`src/verilog/buck_ctrl_regs.svh`:
```
// register offsets, field positions, reset values for the converter control
`ifndef BUCK_CTRL_REGS_SVH
`define BUCK_CTRL_REGS_SVH
`define OFS_LEVEL_COARSE 5'h00
`define OFS_CONVERTER_CONFIG 5'h01
`define OFS_LEVEL_FINE 5'h03
`define OFS_POWER_STATE_SELECT 5'h1C
`define CFG_MODE_BIT 5
`define CFG_BYPASS_BIT 4
`define PSEL_MSB 7
`define PSEL_LSB 6
`define PSEL_ACTIVE 2'h0
`define PSEL_LOW_POWER 2'h2
`define LEVEL7_LOW_POWER 7'h00
`define LEVEL7_STANDBY 7'h02
`define LEVEL7_BYPASS 7'h7F
`define RST_LEVEL 8'h00
`define RST_CONFIG 8'h00
`define RST_PSEL 8'h80
`define SYNC_STAGES 3
`endif

```
`src/verilog/buck_ctrl_pkg.sv`:
```
// types shared by the converter control block
package buck_ctrl_pkg;
   typedef enum logic [3:0] {
      PWR_SHUTDOWN = 4'b0001,
      PWR_LOW_POWER = 4'b0010,
      PWR_STANDBY = 4'b0100,
      PWR_ACTIVE = 4'b1000
   } power_state_type;
   typedef enum logic [4:0] {
      OP_OFF = 5'b00001,
      OP_FORCED_PWM = 5'b00010,
      OP_AUTO_PWM = 5'b00100,
      OP_AUTO_PFM = 5'b01000,
      OP_FORCED_BYPASS = 5'b10000
   } op_mode_type;
   // analog comparator results, already thresholded by the analog side
   typedef struct packed {
      logic transient;
      logic at_target;
      logic heavy_load;
      logic headroom_ok;
      logic light_load;
   } sense_type;
   // one completed access from the serial front-end slave
   typedef struct packed {
      logic wr;
      logic rd;
      logic [4:0] addr;
      logic [7:0] data;
   } bus_req_type;
   typedef struct packed {
      sense_type sync1;
      sense_type sync2;
      sense_type sync3;
      sense_type sense;
      logic [7:0] level;
      logic [7:0] config_r;
      logic [7:0] psel;
      power_state_type pwr;
      op_mode_type op_mode;
      logic pfm;
      logic pwm_hold;
      logic auto_bypass;
      logic switch_en;
      logic [7:0] rd_data;
   } ctrl_state_type;
endpackage : buck_ctrl_pkg

```
`src/verilog/buck_mode_power_state_ctrl.sv`:
```
// power state and switching mode control of the step-down converter
`timescale 1ns/1ps
`include "buck_ctrl_regs.svh"
module buck_mode_power_state_ctrl (
   input wire logic i_ref_clk,
   input wire logic i_reset,
   input wire buck_ctrl_pkg::bus_req_type i_bus,
   input wire buck_ctrl_pkg::sense_type i_sense,
   output logic [7:0] o_rd_data,
   output buck_ctrl_pkg::power_state_type o_power_state,
   output buck_ctrl_pkg::op_mode_type o_op_mode,
   output logic o_switch_enable,
   output logic o_switch_node_hiz,
   output logic o_auto_bypass_en,
   output logic [7:0] o_output_level_code
);
   import buck_ctrl_pkg::*;

   ctrl_state_type s_reg;
   ctrl_state_type s_next;
   logic forced_bypass;
   logic mode_rise;
   power_state_type level_pwr;

   // coarse data[6:0] and fine data[7:1] name the same 7-bit level step
   function automatic power_state_type level_to_pwr(input logic [6:0] lvl7,
                                                     input power_state_type cur);
      if (lvl7 == `LEVEL7_LOW_POWER) begin
         level_to_pwr = PWR_LOW_POWER;
      end else if (lvl7 == `LEVEL7_STANDBY) begin
         level_to_pwr = PWR_STANDBY;
      end else begin
         level_to_pwr = cur;
      end
   endfunction : level_to_pwr

   function automatic logic bypass_req(input logic [7:0] cfg, input logic [7:0] lvl);
      bypass_req = cfg[`CFG_BYPASS_BIT] || (lvl[7:1] == `LEVEL7_BYPASS);
   endfunction : bypass_req

   assign forced_bypass = bypass_req(s_reg.config_r, s_reg.level);

   always_comb begin
      s_next = s_reg;
      mode_rise = 1'b0;
      level_pwr = s_reg.pwr;
      // comparators are asynchronous to this clock; accept a change only when
      // stages two and three agree, so a glitch shorter than a cycle is dropped
      s_next.sync1 = i_sense;
      s_next.sync2 = s_reg.sync1;
      s_next.sync3 = s_reg.sync2;
      s_next.sense = (s_reg.sense & ~(s_reg.sync2 ~^ s_reg.sync3))
         | (s_reg.sync3 & (s_reg.sync2 ~^ s_reg.sync3));

      // register writes; power state and pwm hold follow them in the same cycle, mode decode from the next cycle on
      if (i_bus.wr) begin
         if (i_bus.addr == `OFS_LEVEL_COARSE) begin
            s_next.level = {i_bus.data[6:0], 1'b0};
            level_pwr = level_to_pwr(i_bus.data[6:0], s_reg.pwr);
         end else if (i_bus.addr == `OFS_CONVERTER_CONFIG) begin
            s_next.config_r = i_bus.data;
            mode_rise = i_bus.data[`CFG_MODE_BIT] && !s_reg.config_r[`CFG_MODE_BIT];
         end else if (i_bus.addr == `OFS_LEVEL_FINE) begin
            s_next.level = i_bus.data;
            level_pwr = level_to_pwr(i_bus.data[7:1], s_reg.pwr);
         end else if (i_bus.addr == `OFS_POWER_STATE_SELECT) begin
            s_next.psel = i_bus.data;
            if (i_bus.data[`PSEL_MSB:`PSEL_LSB] == `PSEL_ACTIVE) begin
               level_pwr = PWR_ACTIVE;
            end else if (i_bus.data[`PSEL_MSB:`PSEL_LSB] == `PSEL_LOW_POWER) begin
               level_pwr = PWR_LOW_POWER;
            end
         end
      end

      case (s_reg.pwr)
         PWR_SHUTDOWN: begin
            s_next.pwr = PWR_LOW_POWER;
         end
         default: begin
            s_next.pwr = level_pwr;
         end
      endcase

      // reads return the shared level register through either window
      if (i_bus.rd) begin
         if (i_bus.addr == `OFS_LEVEL_COARSE) begin
            s_next.rd_data = {1'b0, s_reg.level[7:1]};
         end else if (i_bus.addr == `OFS_CONVERTER_CONFIG) begin
            s_next.rd_data = s_reg.config_r;
         end else if (i_bus.addr == `OFS_LEVEL_FINE) begin
            s_next.rd_data = s_reg.level;
         end else if (i_bus.addr == `OFS_POWER_STATE_SELECT) begin
            s_next.rd_data = s_reg.psel;
         end else begin
            s_next.rd_data = 8'h00;
         end
      end

      // hold PWM until the output settles; a new cause wins over the clear
      if (s_reg.sense.transient || mode_rise
          || (s_reg.pwr != PWR_ACTIVE && s_next.pwr == PWR_ACTIVE)) begin
         s_next.pwm_hold = 1'b1;
      end else if (s_reg.sense.at_target) begin
         s_next.pwm_hold = 1'b0;
      end

      // entry and exit use separate comparators, which gives the hysteresis
      if (s_reg.pwr != PWR_ACTIVE || !s_reg.config_r[`CFG_MODE_BIT] || forced_bypass
          || s_reg.sense.transient || s_reg.sense.heavy_load) begin
         s_next.pfm = 1'b0;
      end else if (!s_reg.pwm_hold && s_reg.sense.at_target
                   && s_reg.sense.light_load && s_reg.sense.headroom_ok) begin
         s_next.pfm = 1'b1;
      end

      if (s_reg.pwr != PWR_ACTIVE) begin
         s_next.op_mode = OP_OFF;
      end else if (forced_bypass) begin
         s_next.op_mode = OP_FORCED_BYPASS;
      end else if (!s_reg.config_r[`CFG_MODE_BIT]) begin
         s_next.op_mode = OP_FORCED_PWM;
      end else if (s_reg.pfm) begin
         s_next.op_mode = OP_AUTO_PFM;
      end else begin
         s_next.op_mode = OP_AUTO_PWM;
      end
      s_next.switch_en = (s_reg.pwr == PWR_ACTIVE);
      s_next.auto_bypass = (s_reg.pwr == PWR_ACTIVE)
         && !s_reg.config_r[`CFG_BYPASS_BIT];
   end

   // reset stands for the I/O supply being absent; logic is then unpowered
   always_ff @(posedge i_ref_clk) begin
      if (i_reset) begin
         s_reg <= '0;
         s_reg.level <= `RST_LEVEL;
         s_reg.config_r <= `RST_CONFIG;
         s_reg.psel <= `RST_PSEL;
         s_reg.pwr <= PWR_SHUTDOWN;
         s_reg.op_mode <= OP_OFF;
         s_reg.pwm_hold <= 1'b1;
      end else begin
         s_reg <= s_next;
      end
   end

   assign o_rd_data = s_reg.rd_data;
   assign o_power_state = s_reg.pwr;
   assign o_op_mode = s_reg.op_mode;
   assign o_switch_enable = s_reg.switch_en;
   assign o_switch_node_hiz = !s_reg.switch_en;
   assign o_auto_bypass_en = s_reg.auto_bypass;
   assign o_output_level_code = s_reg.level;
endmodule : buck_mode_power_state_ctrl
```
`config.mk`:
```
export PLATFORM = sky130hd
export DESIGN_NAME = buck_mode_power_state_ctrl
export DESIGN_NICKNAME = d
export VERILOG_FILES = /design/src/verilog/buck_ctrl_pkg.sv /design/src/verilog/buck_mode_power_state_ctrl.sv
export VERILOG_INCLUDE_DIRS = /design/src /design/src/verilog
export SDC_FILE = /design/constraint.sdc
export NUM_CORES = 1
export LEC_CHECK = 0
export BUFFER_PORTS_ARGS = -buffer_cell sky130_fd_sc_hd__buf_2
export CELL_PAD_IN_SITES_DETAIL_PLACEMENT = 1
export CELL_PAD_IN_SITES_GLOBAL_PLACEMENT = 1
export CORE_ASPECT_RATIO = 1.2
export CORE_UTILIZATION = 38
export DETAILED_ROUTE_END_ITERATION = 6
export PLACE_DENSITY = 0.79
export SLEW_MARGIN = 20
export SYNTH_ARGS = -nofsm -noshare
export SYNTH_HDL_FRONTEND = slang
export SYNTH_SLANG_ARGS = --single-unit
```
`constraint.sdc`:
```
create_clock -name i_ref_clk -period 2 [get_ports i_ref_clk]
set_input_delay 0.1 -clock i_ref_clk [delete_from_list [all_inputs] [get_ports i_ref_clk]]
set_output_delay 0.1 -clock i_ref_clk [all_outputs]
set_load 0.05 [all_outputs]
```
# Word level (Yosys, flattened, before mapping)

Index checks and enable logic that the tools add are counted.

Register bits after elaboration: 65
Output and inout bits: 28
Input bits: 22
Word-level logic and storage cells: 108

Equality and inequality tests: 12
Bitwise operators: 9
Reduce and logical (&&, ||, !) cells: 30
Multiplexer cells: 25

Operators by type and width:

| operator                                      | count |
|---|---|
| 2-to-1 mux 4 bit                              | 14 |
| 2-to-1 mux 8 bit                              | 7 |
| == test 7 x 2 -> 1 bit, second input constant | 2 |
| zero test 7 bit                               | 2 |
| bitwise AND 5 bit                             | 2 |
| == test 4 bit, second input constant          | 2 |
| == test 7 bit, second input constant          | 1 |
| logical OR 1 bit                              | 7 |
| logical AND 1 bit                             | 6 |
| AND reduction 3 bit                           | 2 |
| OR reduction 2 bit                            | 3 |
| == test 5 x 1 -> 1 bit, second input constant | 1 |
| == test 5 x 2 -> 1 bit, second input constant | 1 |
| == test 5 bit, second input constant          | 1 |
| zero test 5 bit                               | 1 |
| 2-to-1 mux 5 bit                              | 1 |
| inverter 5 bit                                | 1 |
| OR 5 bit                                      | 1 |
| AND reduction 5 bit                           | 1 |
| XNOR 5 bit                                    | 1 |
| == test 4 x 1 -> 1 bit, second input constant | 1 |
| zero test 1 bit                               | 4 |
| inequality test 4 bit, second input constant  | 1 |
| inverter 1 bit                                | 4 |
| 7 further kinds                               | 9 |

# Longest topological paths before layout

Gate-level depths: netlist of the first run.

Depth after elaboration: 13
Depth in mapped cells: 8

# Worst setup path before layout of the first run

Ideal clock, no wire load.

Path kind: input port to flip-flop
From: input i_bus[12] in the netlist's numbering
To: register s_reg[10] in the netlist's numbering
Path slack: 123 ps
Arrival time: 1782 ps
Stages on the path: 6
Library setup time: 96 ps
Path buffers: 1
Path through: or4b_4 -> buf_6 -> or4_4 -> a211oi_2 -> o32ai_1 -> o41ai_2

Longest elaborated chain between the ends: 11
Elaborated cells on any way between the ends: 18
Those cells by class: eq/ne: 4; mux: 9; reduce/logical: 5

Ends and longest elaborated chain:

| item                                    | RTL line                          | text |
|---|---|---|
| from (decl)                             | buck_mode_power_state_ctrl.sv:7   | `input wire buck_ctrl_pkg::bus_req_type i_bus,` |
| == test 5 bit (no source line)          | --                                |  |
| 2-to-1 mux 4 bit                        | buck_mode_power_state_ctrl.sv:66  | `` end else if (i_bus.addr == `OFS_POWER_STATE_SELECT) begin `` |
| 2-to-1 mux 4 bit                        | buck_mode_power_state_ctrl.sv:63  | `` end else if (i_bus.addr == `OFS_LEVEL_FINE) begin `` |
| 2-to-1 mux 4 bit                        | buck_mode_power_state_ctrl.sv:60  | `` end else if (i_bus.addr == `OFS_CONVERTER_CONFIG) begin `` |
| 2-to-1 mux 4 bit                        | buck_mode_power_state_ctrl.sv:57  | `` if (i_bus.addr == `OFS_LEVEL_COARSE) begin `` |
| 2-to-1 mux 4 bit                        | buck_mode_power_state_ctrl.sv:56  | `if (i_bus.wr) begin` |
| 2-to-1 mux 4 bit                        | buck_mode_power_state_ctrl.sv:76  | `case (s_reg.pwr)` |
| == test 4 bit                           | buck_mode_power_state_ctrl.sv:102 | `\|\| (s_reg.pwr != PWR_ACTIVE && s_next.pwr == PWR_ACTIVE)) begin` |
| logical AND 1 bit                       | buck_mode_power_state_ctrl.sv:102 |  |
| logical OR 1 bit (*)                    | buck_mode_power_state_ctrl.sv:102 |  |
| OR reduction 2 bit (no source line) (*) | --                                |  |
| to (signal assigned)                    | buck_mode_power_state_ctrl.sv:144 | `s_reg <= s_next;` |
| to (decl)                               | buck_mode_power_state_ctrl.sv:19  | `ctrl_state_type s_reg;` |

Mark *: on every way between the ends. The rest lies on a longest branch, timed or not.
A chain may end at the register's enable or synchronous reset.

# Worst setup path after layout of the first run

From: register s_reg, in the netlist o_power_state[1]
To: register s_reg[11] in the netlist's numbering

Longest elaborated chain between the ends: 6

Ends and longest elaborated chain:

| item                                | RTL line                          | text |
|---|---|---|
| inequality test 4 bit               | buck_mode_power_state_ctrl.sv:109 | `` if (s_reg.pwr != PWR_ACTIVE \|\| !s_reg.config_r[`CFG_MODE_BIT] \|\| forced_bypass `` |
| logical OR 1 bit (4 in a row)       | buck_mode_power_state_ctrl.sv:109 |  |
| OR reduction 2 bit (no source line) | --                                |  |

No other way between the ends.

==> run metrics, run 1 <==
run status=completed; Slowest cell on crit path=or4b_2; max cap viols=0; CTS clk-pin slew, worst paths=around 0.090 ns; DP Wirelength=approximately 5600 um; count of different cell masters after synthesis=53; largest cells by area after synthesis=dfxtp_1, nor2b_1, buf_4; Setup WS post-layout=0.169 ns; Buf+Inv Stages, Crit Path=0; hold crit path type=in2reg; Clk pwr share=41.1%; GP Congestion=just under 0.8; Crit Path Max Fanout=5; min cycle time layout=1.83 ns; Worst Max-Slew Pin Slew=about 0.43 ns; Core ar.=about 7700 um^2; Layout fillers=between 900 and 1000; worst skew pair latency=about 0.35 ns; IO Port Bufs=~50; number of diodes=0; Top delay family on crit path=simple AND/OR/NAND/NOR gates; fmax=roughly 550 MHz; CTS tree=done; post-DR wirelength/cell=17.1 um; Power Density=about 800 nW/um^2; clock sinks=65; layout cells sized above 1=between 20% and 30%; CTS max path bufs=2; Initial Utilization=approximately 39%; Post-DRT Antenna Nets=0; Tot GR Track Use=between 20% and 30%; Die X=roughly 83 um; ys flop type=dfxtp_1; drt pass-1 iters=4; final WL=between 8000 and 9000 um; fin nets=398; Die H=approximately 100 um; non-filler cells, final=~470; first-pass GRT wire length=13300 um; Final Cycle Share=91.5%; Worst Hold Endpoint=s_reg[28]; Mapped Nets=~360; register area share after synthesis=about 44%; # DRC=0; Peak VDD IR=0.000511 V; Yosys Warn Count=0; CP Cell Sequence=or4b_2 > nor2_2 > nand3_1 > a2111oi_2; unrepaired setup endpoints after global routing=false; Post-Syn Instances=334; synth cell count leaders=dfxtp_1, nor2_1, nor2b_1; Logic pwr share=approximately 11%; routed vias=around 2600; ys async rst share=0%; total design power=2.81 mW; number of synthesized flops with an enable pin=0; skew final=0.0152 ns; H-tree depth=3; R2R Path End=s_reg[11]; DIE AREA=8230 um^2; Place WS=-0.153 ns; Pleak=around 1.5 nW; WS Path Type=reg2reg; Layout area overhead=18.0%; Worst R2R Start=o_power_state[1]; count leader, synth=dfxtp_1; crit start category=flip-flop; vias in the first global route=between 2000 and 3000; Crit path required time=around 2.2 ns; Setup TNS=0 ns; initial detailed-routing violation count=approximately 180; Hold Startpoint=i_bus[7]; Worst Reg-to-Reg Cells=4; GR Overflow Total=0; Crit path arrival time=2.07 ns; max FFs per register=23; reg2reg setup slack=~0.17 ns; Hold Vio Cnt, Final=0; Switching Share=between 20% and 30%; initial antenna violation count=0; Seq cells post-synth=65; Slew Viols, Final=0; Post-CTS Setup Inserts=0; setup violators final=0; Hold WS=around 0.090 ns; largest net degree at the start of global routing=39; NetSw=0.785 mW; top cell type's share of synthesized area=approximately 44%; hold depth=3; Internal=~2.0 mW; root buffer cell=clkbuf_8; Ports=50; Post-Syn Area=about 3000 um^2; Syn Area/Cell=roughly 9.0 um^2; Via density=about 5.4; CTS buffer count=9; Critical Path End Type=flip-flop; Reg power frac=a little under half; max_slew headroom=a little over two thirds; Critical Path Max Stage Delay=between 0.7 and 0.8 ns; post-synth top area cell=dfxtp_1; Cells after DPL=around 450; row count=35
## cells in the final DEF (no fill, tap or decap), types with 2 or more instances in the layout
master	synthesis	layout
a21oi_1	16	16
a311oi_1	7	7
a31oi_1	7	7
buf_2	3	49
buf_4	25	25
clkbuf_8	0	9
clkinv_2	0	2
dfxtp_1	65	65
dlygate4sd3_1	0	5
inv_1	4	4
inv_6	0	3
mux2i_1	16	16
nand2_1	23	23
nand2b_1	6	6
nand3_1	10	10
nand4b_1	2	2
nor2_1	32	31
nor2b_1	32	32
nor3_1	2	2
nor4b_1	3	3
nor4bb_1	2	2
o2111ai_1	8	8
o21ai_0	17	17
or2_2	2	2
or4b_4	1	2
## routing by layer
layer | wire length, um | vias up | track usage, %
met5 | 0 | - | 0
met4 | 151 | 0 | 7.69
met3 | 319 | 11 | 4.23
met2 | 4240 | 69 | 37.9
met1 | 3350 | 1251 | 23.8
li1 | - | 1243 | -
## cell type report
class                           count  area [um^2]  share of cell area [%]
Timing Repair Buffer               80          503                    14.3
Sequential cell                    65         1300                    36.9
Multi-Input combinational cell    216         1400                    39.6
Clock inverter                      7         75.1                    2.13
Tap cell                           92          115                    3.26
Inverter                            4         15.0                   0.425
Clock buffer                        9          124                    3.51
## worst reg2reg max path: stages, from the launching register on
cell	delay [ns]
dfxtp_1	0.36
or4b_2	0.74
nor2_2	0.14
nand3_1	0.14
a2111oi_2	0.34
## per-stage QoR
| step | area (um^2) | util (%) |
|---|---|---|
| CTS | 3520 | 45.9 |
| global placement | 3270 | 42.6 |
| floorplan | 2990 | - |
| global route | 3530 | 46.1 |
| detailed placement | 3270 | 42.6 |
| finish | 3530 | 46.1 |
## kinds of logic (layout without fill, tap and decap cells)
family	count (synthesis)	count (layout)	synth area share, %
muxes	16	16	5.36
DFF	65	65	43.5
AOI/OAI and AO/OA	71	71	16.4
and+or+nand+nor	129	129	24.5
buffers and inverters	53	100	10.2
## what timing repair did
item / in CTS / in global routing
endpoints found under the hold margin: 5 / 0
endpoints found under the setup margin: 0 / 3
gates resized for setup: 0 / 4
hold buffers: 5 / 0
## worst max-delay path by stage
| stage | from | to | slack, ns | cells after the start |
|---|---|---|---|---|
| floorplan | i_bus[12] | s_reg[10] | 0.12 | 6 |
| global placement | i_bus[6] | s_reg[10] | -0.07 | 7 |
| detailed placement | i_bus[6] | s_reg[10] | -0.15 | 6 |
| CTS | o_power_state[1] | s_reg[10] | 0.08 | 6 |
| global route | o_power_state[1] | s_reg[11] | 0.05 | 4 |
| finish | o_power_state[1] | s_reg[11] | 0.17 | 4 |
## power groups by stage
| stage | sequential, mW | combinational [mW] | clock, mW |
|---|---|---|---|
| final | 1.35 | 0.307 | 1.16 |
| after global routing | 1.35 | 0.332 | 1.24 |
| after floorplan | 1.37 | 0.218 | 0 |
| after CTS | 1.35 | 0.304 | 1.18 |
| after global placement | 1.38 | 0.290 | 0 |
| after detailed placement | 1.38 | 0.296 | 0 |
Note: power is estimated with default switching activity, not from simulation.
==> run 2: changes to the inputs <==
--- a/config.mk
+++ b/config.mk
@@ -12,7 +12,7 @@
 export CORE_ASPECT_RATIO = 1.2
 export CORE_UTILIZATION = 38
 export DETAILED_ROUTE_END_ITERATION = 6
-export PLACE_DENSITY = 0.79
+export PLACE_DENSITY_LB_ADDON = 0.25
 export SLEW_MARGIN = 20
 export SYNTH_ARGS = -nofsm -noshare
 export SYNTH_HDL_FRONTEND = slang
==> run metrics, run 2 (same netlist as run 1, synthesis figures left out) <==
Top delay family on crit path=simple AND/OR/NAND/NOR gates; GR Overflow Total=0; Slew Viols, Final=0; max_slew headroom=between 60% and 70%; row count=35; layout cells sized above 1=28.1%; Worst Max-Slew Pin Slew=approximately 0.46 ns; root buffer cell=clkbuf_8; skew final=between 0.009 and 0.01 ns; Tot GR Track Use=a little under a fifth; unrepaired setup endpoints after global routing=false; Power Density=between 800 and 900 nW/um^2; initial antenna violation count=0; CTS tree=done; DP Wirelength=roughly 5200 um; Layout fillers=~920; number of diodes=0; Pleak=1.49 nW; crit start category=flip-flop; CP Cell Sequence=or4b_2 > o211ai_1 > nor4bb_1 > a211oi_1 > buf_4 > o41ai_2; min cycle time layout=~1.9 ns; clock sinks=65; Ports=50; post-DR wirelength/cell=approximately 16 um; first-pass GRT wire length=roughly 12000 um; Via density=between 5 and 6; final WL=~7500 um; Crit Path Max Fanout=5; setup violators final=0; Layout area overhead=18.7%; commonest non-fill, non-tap cells in the layout=dfxtp_1, buf_2, nor2_1, nor2b_1, buf_4; vias in the first global route=roughly 2500; CTS buffer count=9; Core ar.=around 7700 um^2; IO Port Bufs=49; DIE AREA=approximately 8200 um^2; max FFs per register=23; fin nets=a little under 400; Die H=99.2 um; max cap viols=0; Critical Path End Type=flip-flop; non-filler cells, final=between 400 and 500; GP Congestion=between 0.8 and 0.9; fmax=around 520 MHz; routed vias=2556; drt pass-1 iters=4; CTS max path bufs=2; Hold Vio Cnt, Final=0; Post-CTS Setup Inserts=0; H-tree depth=3; worst skew pair latency=0.35 ns; initial detailed-routing violation count=96; Slowest cell on crit path=or4b_2; most common cell after layout, fill and taps aside=dfxtp_1; # DRC=0; Die X=between 80 and 90 um; Peak VDD IR=between 0.0005 and 0.0006 V; run status=completed; Initial Utilization=about two fifths; WS Path Type=reg2reg; Setup TNS=0 ns; hold crit path type=in2reg; Crit path arrival time=~2.1 ns; Post-DRT Antenna Nets=0; Final Cycle Share=between 90% and 100%; Cells after DPL=between 400 and 500; largest net degree at the start of global routing=32; Critical Path Max Stage Delay=about 0.73 ns; Crit path required time=2.23 ns; Buf+Inv Stages, Crit Path=1; CTS clk-pin slew, worst paths=0.08 ns
[run 2: worst paths after layout]
kind	start	end	cells past startpoint	slack, ns
setup / recovery	o_power_state[1]	s_reg[10]	6	0.09
hold / removal	i_bus[7]	s_reg[28]	3	0.08
setup reg to reg	o_power_state[1]	s_reg[10]	6	0.09
hold reg to reg	s_reg[11]	o_op_mode[2]	1	0.43
[run 2: cell type report]
class,count,area [um^2],share of cell area (%)
multi-input combinational,216,1390,39.2
clock inverter,7,100,2.82
sequential,65,1300,36.7
clock buffer,9,124,3.49
tap,92,115,3.24
inverter,4,15.0,0.423
timing repair buffer,80,503,14.2
[run 2: per-stage QoR]
stage          area (um^2)  power, mW  hold WS, ns  util [%]  setup WS (ns)
3_3_place_gp          3270       1.67        0.311      42.6         -0.120
3_5_place_dp          3270       1.67        0.316      42.6         -0.178
2_1_floorplan         2990       1.59        0.206         -          0.123
5_1_grt               3550       3.03       0.0859      46.3        0.00575
6_report              3550       2.91       0.0767      46.3         0.0902
4_1_cts               3540       2.94       0.0699      46.2         0.0614
[run 2: what timing repair did]
action,CTS,global route
gates resized for setup,0,2
hold buffers,5,0
endpoints found under the hold margin,5,0
endpoints found under the setup margin,0,1
[run 2: metal layers]
layer / part of all wire, % / GRT usage (%) / vias to the layer above
met5: 0 / 0 / -
met4: 1.5 / 8.75 / 0
met3: 2.7 / 3.65 / 11
met2: 51 / 33.4 / 46
met1: 45 / 22.0 / 1257
li1: - / - / 1242
[run 2: tightest hold or removal path, delay by kind of cell]
kind	cells	cell delay, ns
multiplexers	1	0.08
AND/OR/NAND/NOR	1	0.06
buffers and inverters	1	0.15
[run 2: report_power, final]
group | internal (mW) | switching (mW)
Clock | 0.714 | 0.548
Combinational | 0.114 | 0.191
Sequential | 1.32 | 0.0238
Total | 2.15 | 0.762
==> run 3: changes to the inputs <==
--- a/config.mk
+++ b/config.mk
@@ -6,11 +6,12 @@
 export SDC_FILE = /design/constraint.sdc
 export NUM_CORES = 1
 export LEC_CHECK = 0
+export ABC_AREA = 1
 export BUFFER_PORTS_ARGS = -buffer_cell sky130_fd_sc_hd__buf_2
 export CELL_PAD_IN_SITES_DETAIL_PLACEMENT = 1
 export CELL_PAD_IN_SITES_GLOBAL_PLACEMENT = 1
 export CORE_ASPECT_RATIO = 1.2
-export CORE_UTILIZATION = 38
+export CORE_UTILIZATION = 36
 export DETAILED_ROUTE_END_ITERATION = 6
 export PLACE_DENSITY_LB_ADDON = 0.25
 export SLEW_MARGIN = 20
==> run metrics, run 3 <==
row count=35; Pleak=1.51 nW; ys flop type=dfxtp_1; Ports=50; Tot GR Track Use=between 20% and 30%; Core ar.=around 7800 um^2; Layout area overhead=13.5%; clock sinks=65; beginning of the critical path=o_power_state[2]; CTS buffer count=9; hold depth=3; root buffer cell=clkbuf_8; Critical Path End Type=flip-flop; GP Congestion=just over 0.8; Layout fillers=around 1000; first-pass GRT wire length=around 13000 um; Hold WS=0.0285 ns; largest net degree at the start of global routing=21; IO Port Bufs=a little under 50; Worst Max-Slew Pin Slew=slightly below 0.6 ns; Crit Path Max Fanout=4; DP Wirelength=5900 um; Hold Startpoint=i_bus[7]; min cycle time layout=1.39 ns; largest cells by area after synthesis=dfxtp_1, a21oi_1, nand2_1; count leader, synth=dfxtp_1; run status=finished with violations; xor/xnor share of the synthesized area=0%; Worst R2R Start=o_power_state[2]; largest family of logic cells by synthesized area=simple AND/OR/NAND/NOR gates; Seq cells post-synth=between 60 and 70; Final Cycle Share=between 60% and 70%; synth cell count leaders=dfxtp_1, nand2_1, a21oi_1; initial antenna violation count=0; post-synth top area cell=dfxtp_1; Setup TNS=0 ns; post-synthesis mux area share=0%; register area=1300 um^2; simple-gate area share of the yosys netlist=a little over a fifth; top cell type's share of synthesized area=44.0%; CTS max path bufs=2; failing checks=design-rule violations; unrepaired setup endpoints after global routing=false; Slew Viols, Final=0; Resized cells post-CTS=0; Initial Utilization=a little under two fifths; Power Density=820 nW/um^2; Die H=roughly 100 um; Yosys Warn Count=0; max FFs per register=23; number of synthesized flops with an enable pin=0; CTS tree=done; initial detailed-routing violation count=129; skew final=between 0.006 and 0.007 ns; DIE AREA=roughly 8600 um^2; Via density=4.99; # DRC=3; Hold Vio Cnt, Final=0; most common cell after layout, fill and taps aside=dfxtp_1; max_slew headroom=between 60 and 70%; CP endpoint=s_reg[11]; register area share after synthesis=44.0%; crit start category=flip-flop; count of different cell masters after synthesis=29; Crit path required time=around 2.3 ns; worst skew pair latency=about 0.34 ns; ys async rst share=0%; Worst Reg-to-Reg Cells=5; Mapped Nets=roughly 420; commonest non-fill, non-tap cells in the layout=dfxtp_1, nand2_1, a21oi_1, inv_1, buf_2; hold crit path type=in2reg; final WL=7850 um; Crit path arrival time=roughly 1.6 ns; number of diodes=0; vias in the first global route=between 2000 and 3000; footprint of the multi-input gates=about 1200 um^2; fmax=approximately 720 MHz; setup violators final=0; Post-Syn Area=2960 um^2; max cap viols=0; WS Path Type=reg2reg; R2R Path End=s_reg[11]; drt pass-1 iters=7; Syn Area/Cell=about 7.4 um^2; Peak VDD IR=around 0.0005 V; layout cells sized above 1=19.0%; post-DR wirelength/cell=between 10 and 15 um; Die X=approximately 85 um; fin nets=458; adder-cell share of the synthesized area=0%; complex-gate fraction of the synthesized area=about 19%; CTS clk-pin slew, worst paths=roughly 0.08 ns; Post-Syn Instances=approximately 400; GR Overflow Total=0; routed vias=roughly 2700; Post-DRT Antenna Nets=0; reg2reg setup slack=around 0.61 ns; H-tree depth=3
-- run 3: cell count changes in the layout (fill, tap and decap cells not counted), sizes merged, moves of 6 or more --
cell / before / now
inv: 7 / 52
nand2: 23 / 64
a21oi: 16 / 54
nor2b: 32 / 0
o21ai: 17 / 42
nor2: 32 / 54
buf: 75 / 55
mux2i: 16 / 0
o2111ai: 8 / 0
a311oi: 7 / 0
nand2b: 6 / 0
-- run 3: worst min path at each step --
stage                 endpoint  slack (ns)
3_3_place_gp        s_next[59]        0.30
2_1_floorplan  o_switch_enable        0.20
5_1_grt              s_reg[28]        0.04
4_1_cts              s_reg[28]        0.03
6_report             s_reg[28]        0.03
3_5_place_dp        s_next[57]        0.31
-- run 3: stage by stage --
step / std cells / setup WS [ns] / total power [mW] / utilization, % / area (um^2)
after floorplan: 402 / 0.875 / 1.55 / - / 2960
after global placement: 512 / 0.450 / 1.62 / 39.6 / 3110
after detailed placement: 512 / 0.410 / 1.62 / 39.6 / 3110
after CTS: 533 / 0.579 / 2.78 / 42.9 / 3360
after global routing: 533 / 0.479 / 2.88 / 42.9 / 3360
final: 533 / 0.611 / 2.76 / 42.9 / 3360
-- run 3: what timing repair did --
action	4_1_cts	5_1_grt
hold buffers	5	0
hold endpoints to repair	5	0
setup buffers	0	0
-- run 3: kinds of logic after synthesis --
group	Yosys count
and+or+nand+nor	141
AOI/OAI and AO/OA	107
buffers and inverters	89
DFF	65
-- run 3: layout make-up --
class | count | area share [%]
clock inverter | 6 | 2.01
sequential | 65 | 38.7
multi-input combinational | 248 | 35.8
timing repair buffer | 60 | 10.1
clock buffer | 10 | 4.10
tap | 92 | 3.43
inverter | 52 | 5.81
-- run 3: worst max-delay path, stage by stage, from the launching register on --
cell,delay [ns]
dfxtp_1,0.35
nor2_1,0.18
nand3_1,0.19
nor2_1,0.23
nand3_1,0.16
nor4_1,0.19
-- run 3: report_power, final --
part / switching, mW / total, mW / internal, mW / leakage (nW)
sequential: 0.0191 / 1.34 / 1.32 / 0.528
clock: 0.541 / 1.15 / 0.611 / 0.0985
combinational: 0.184 / 0.261 / 0.0770 / 0.880
-- run 3: layer usage --
layer | vias up | global-route usage [%] | part of all wire, %
met5 | - | 0 | 0
met1 | 1247 | 21.8 | 42
li1 | 1346 | - | -
met4 | 0 | 11.9 | 3.5
met3 | 17 | 4.07 | 2.8
met2 | 51 | 36.1 | 52
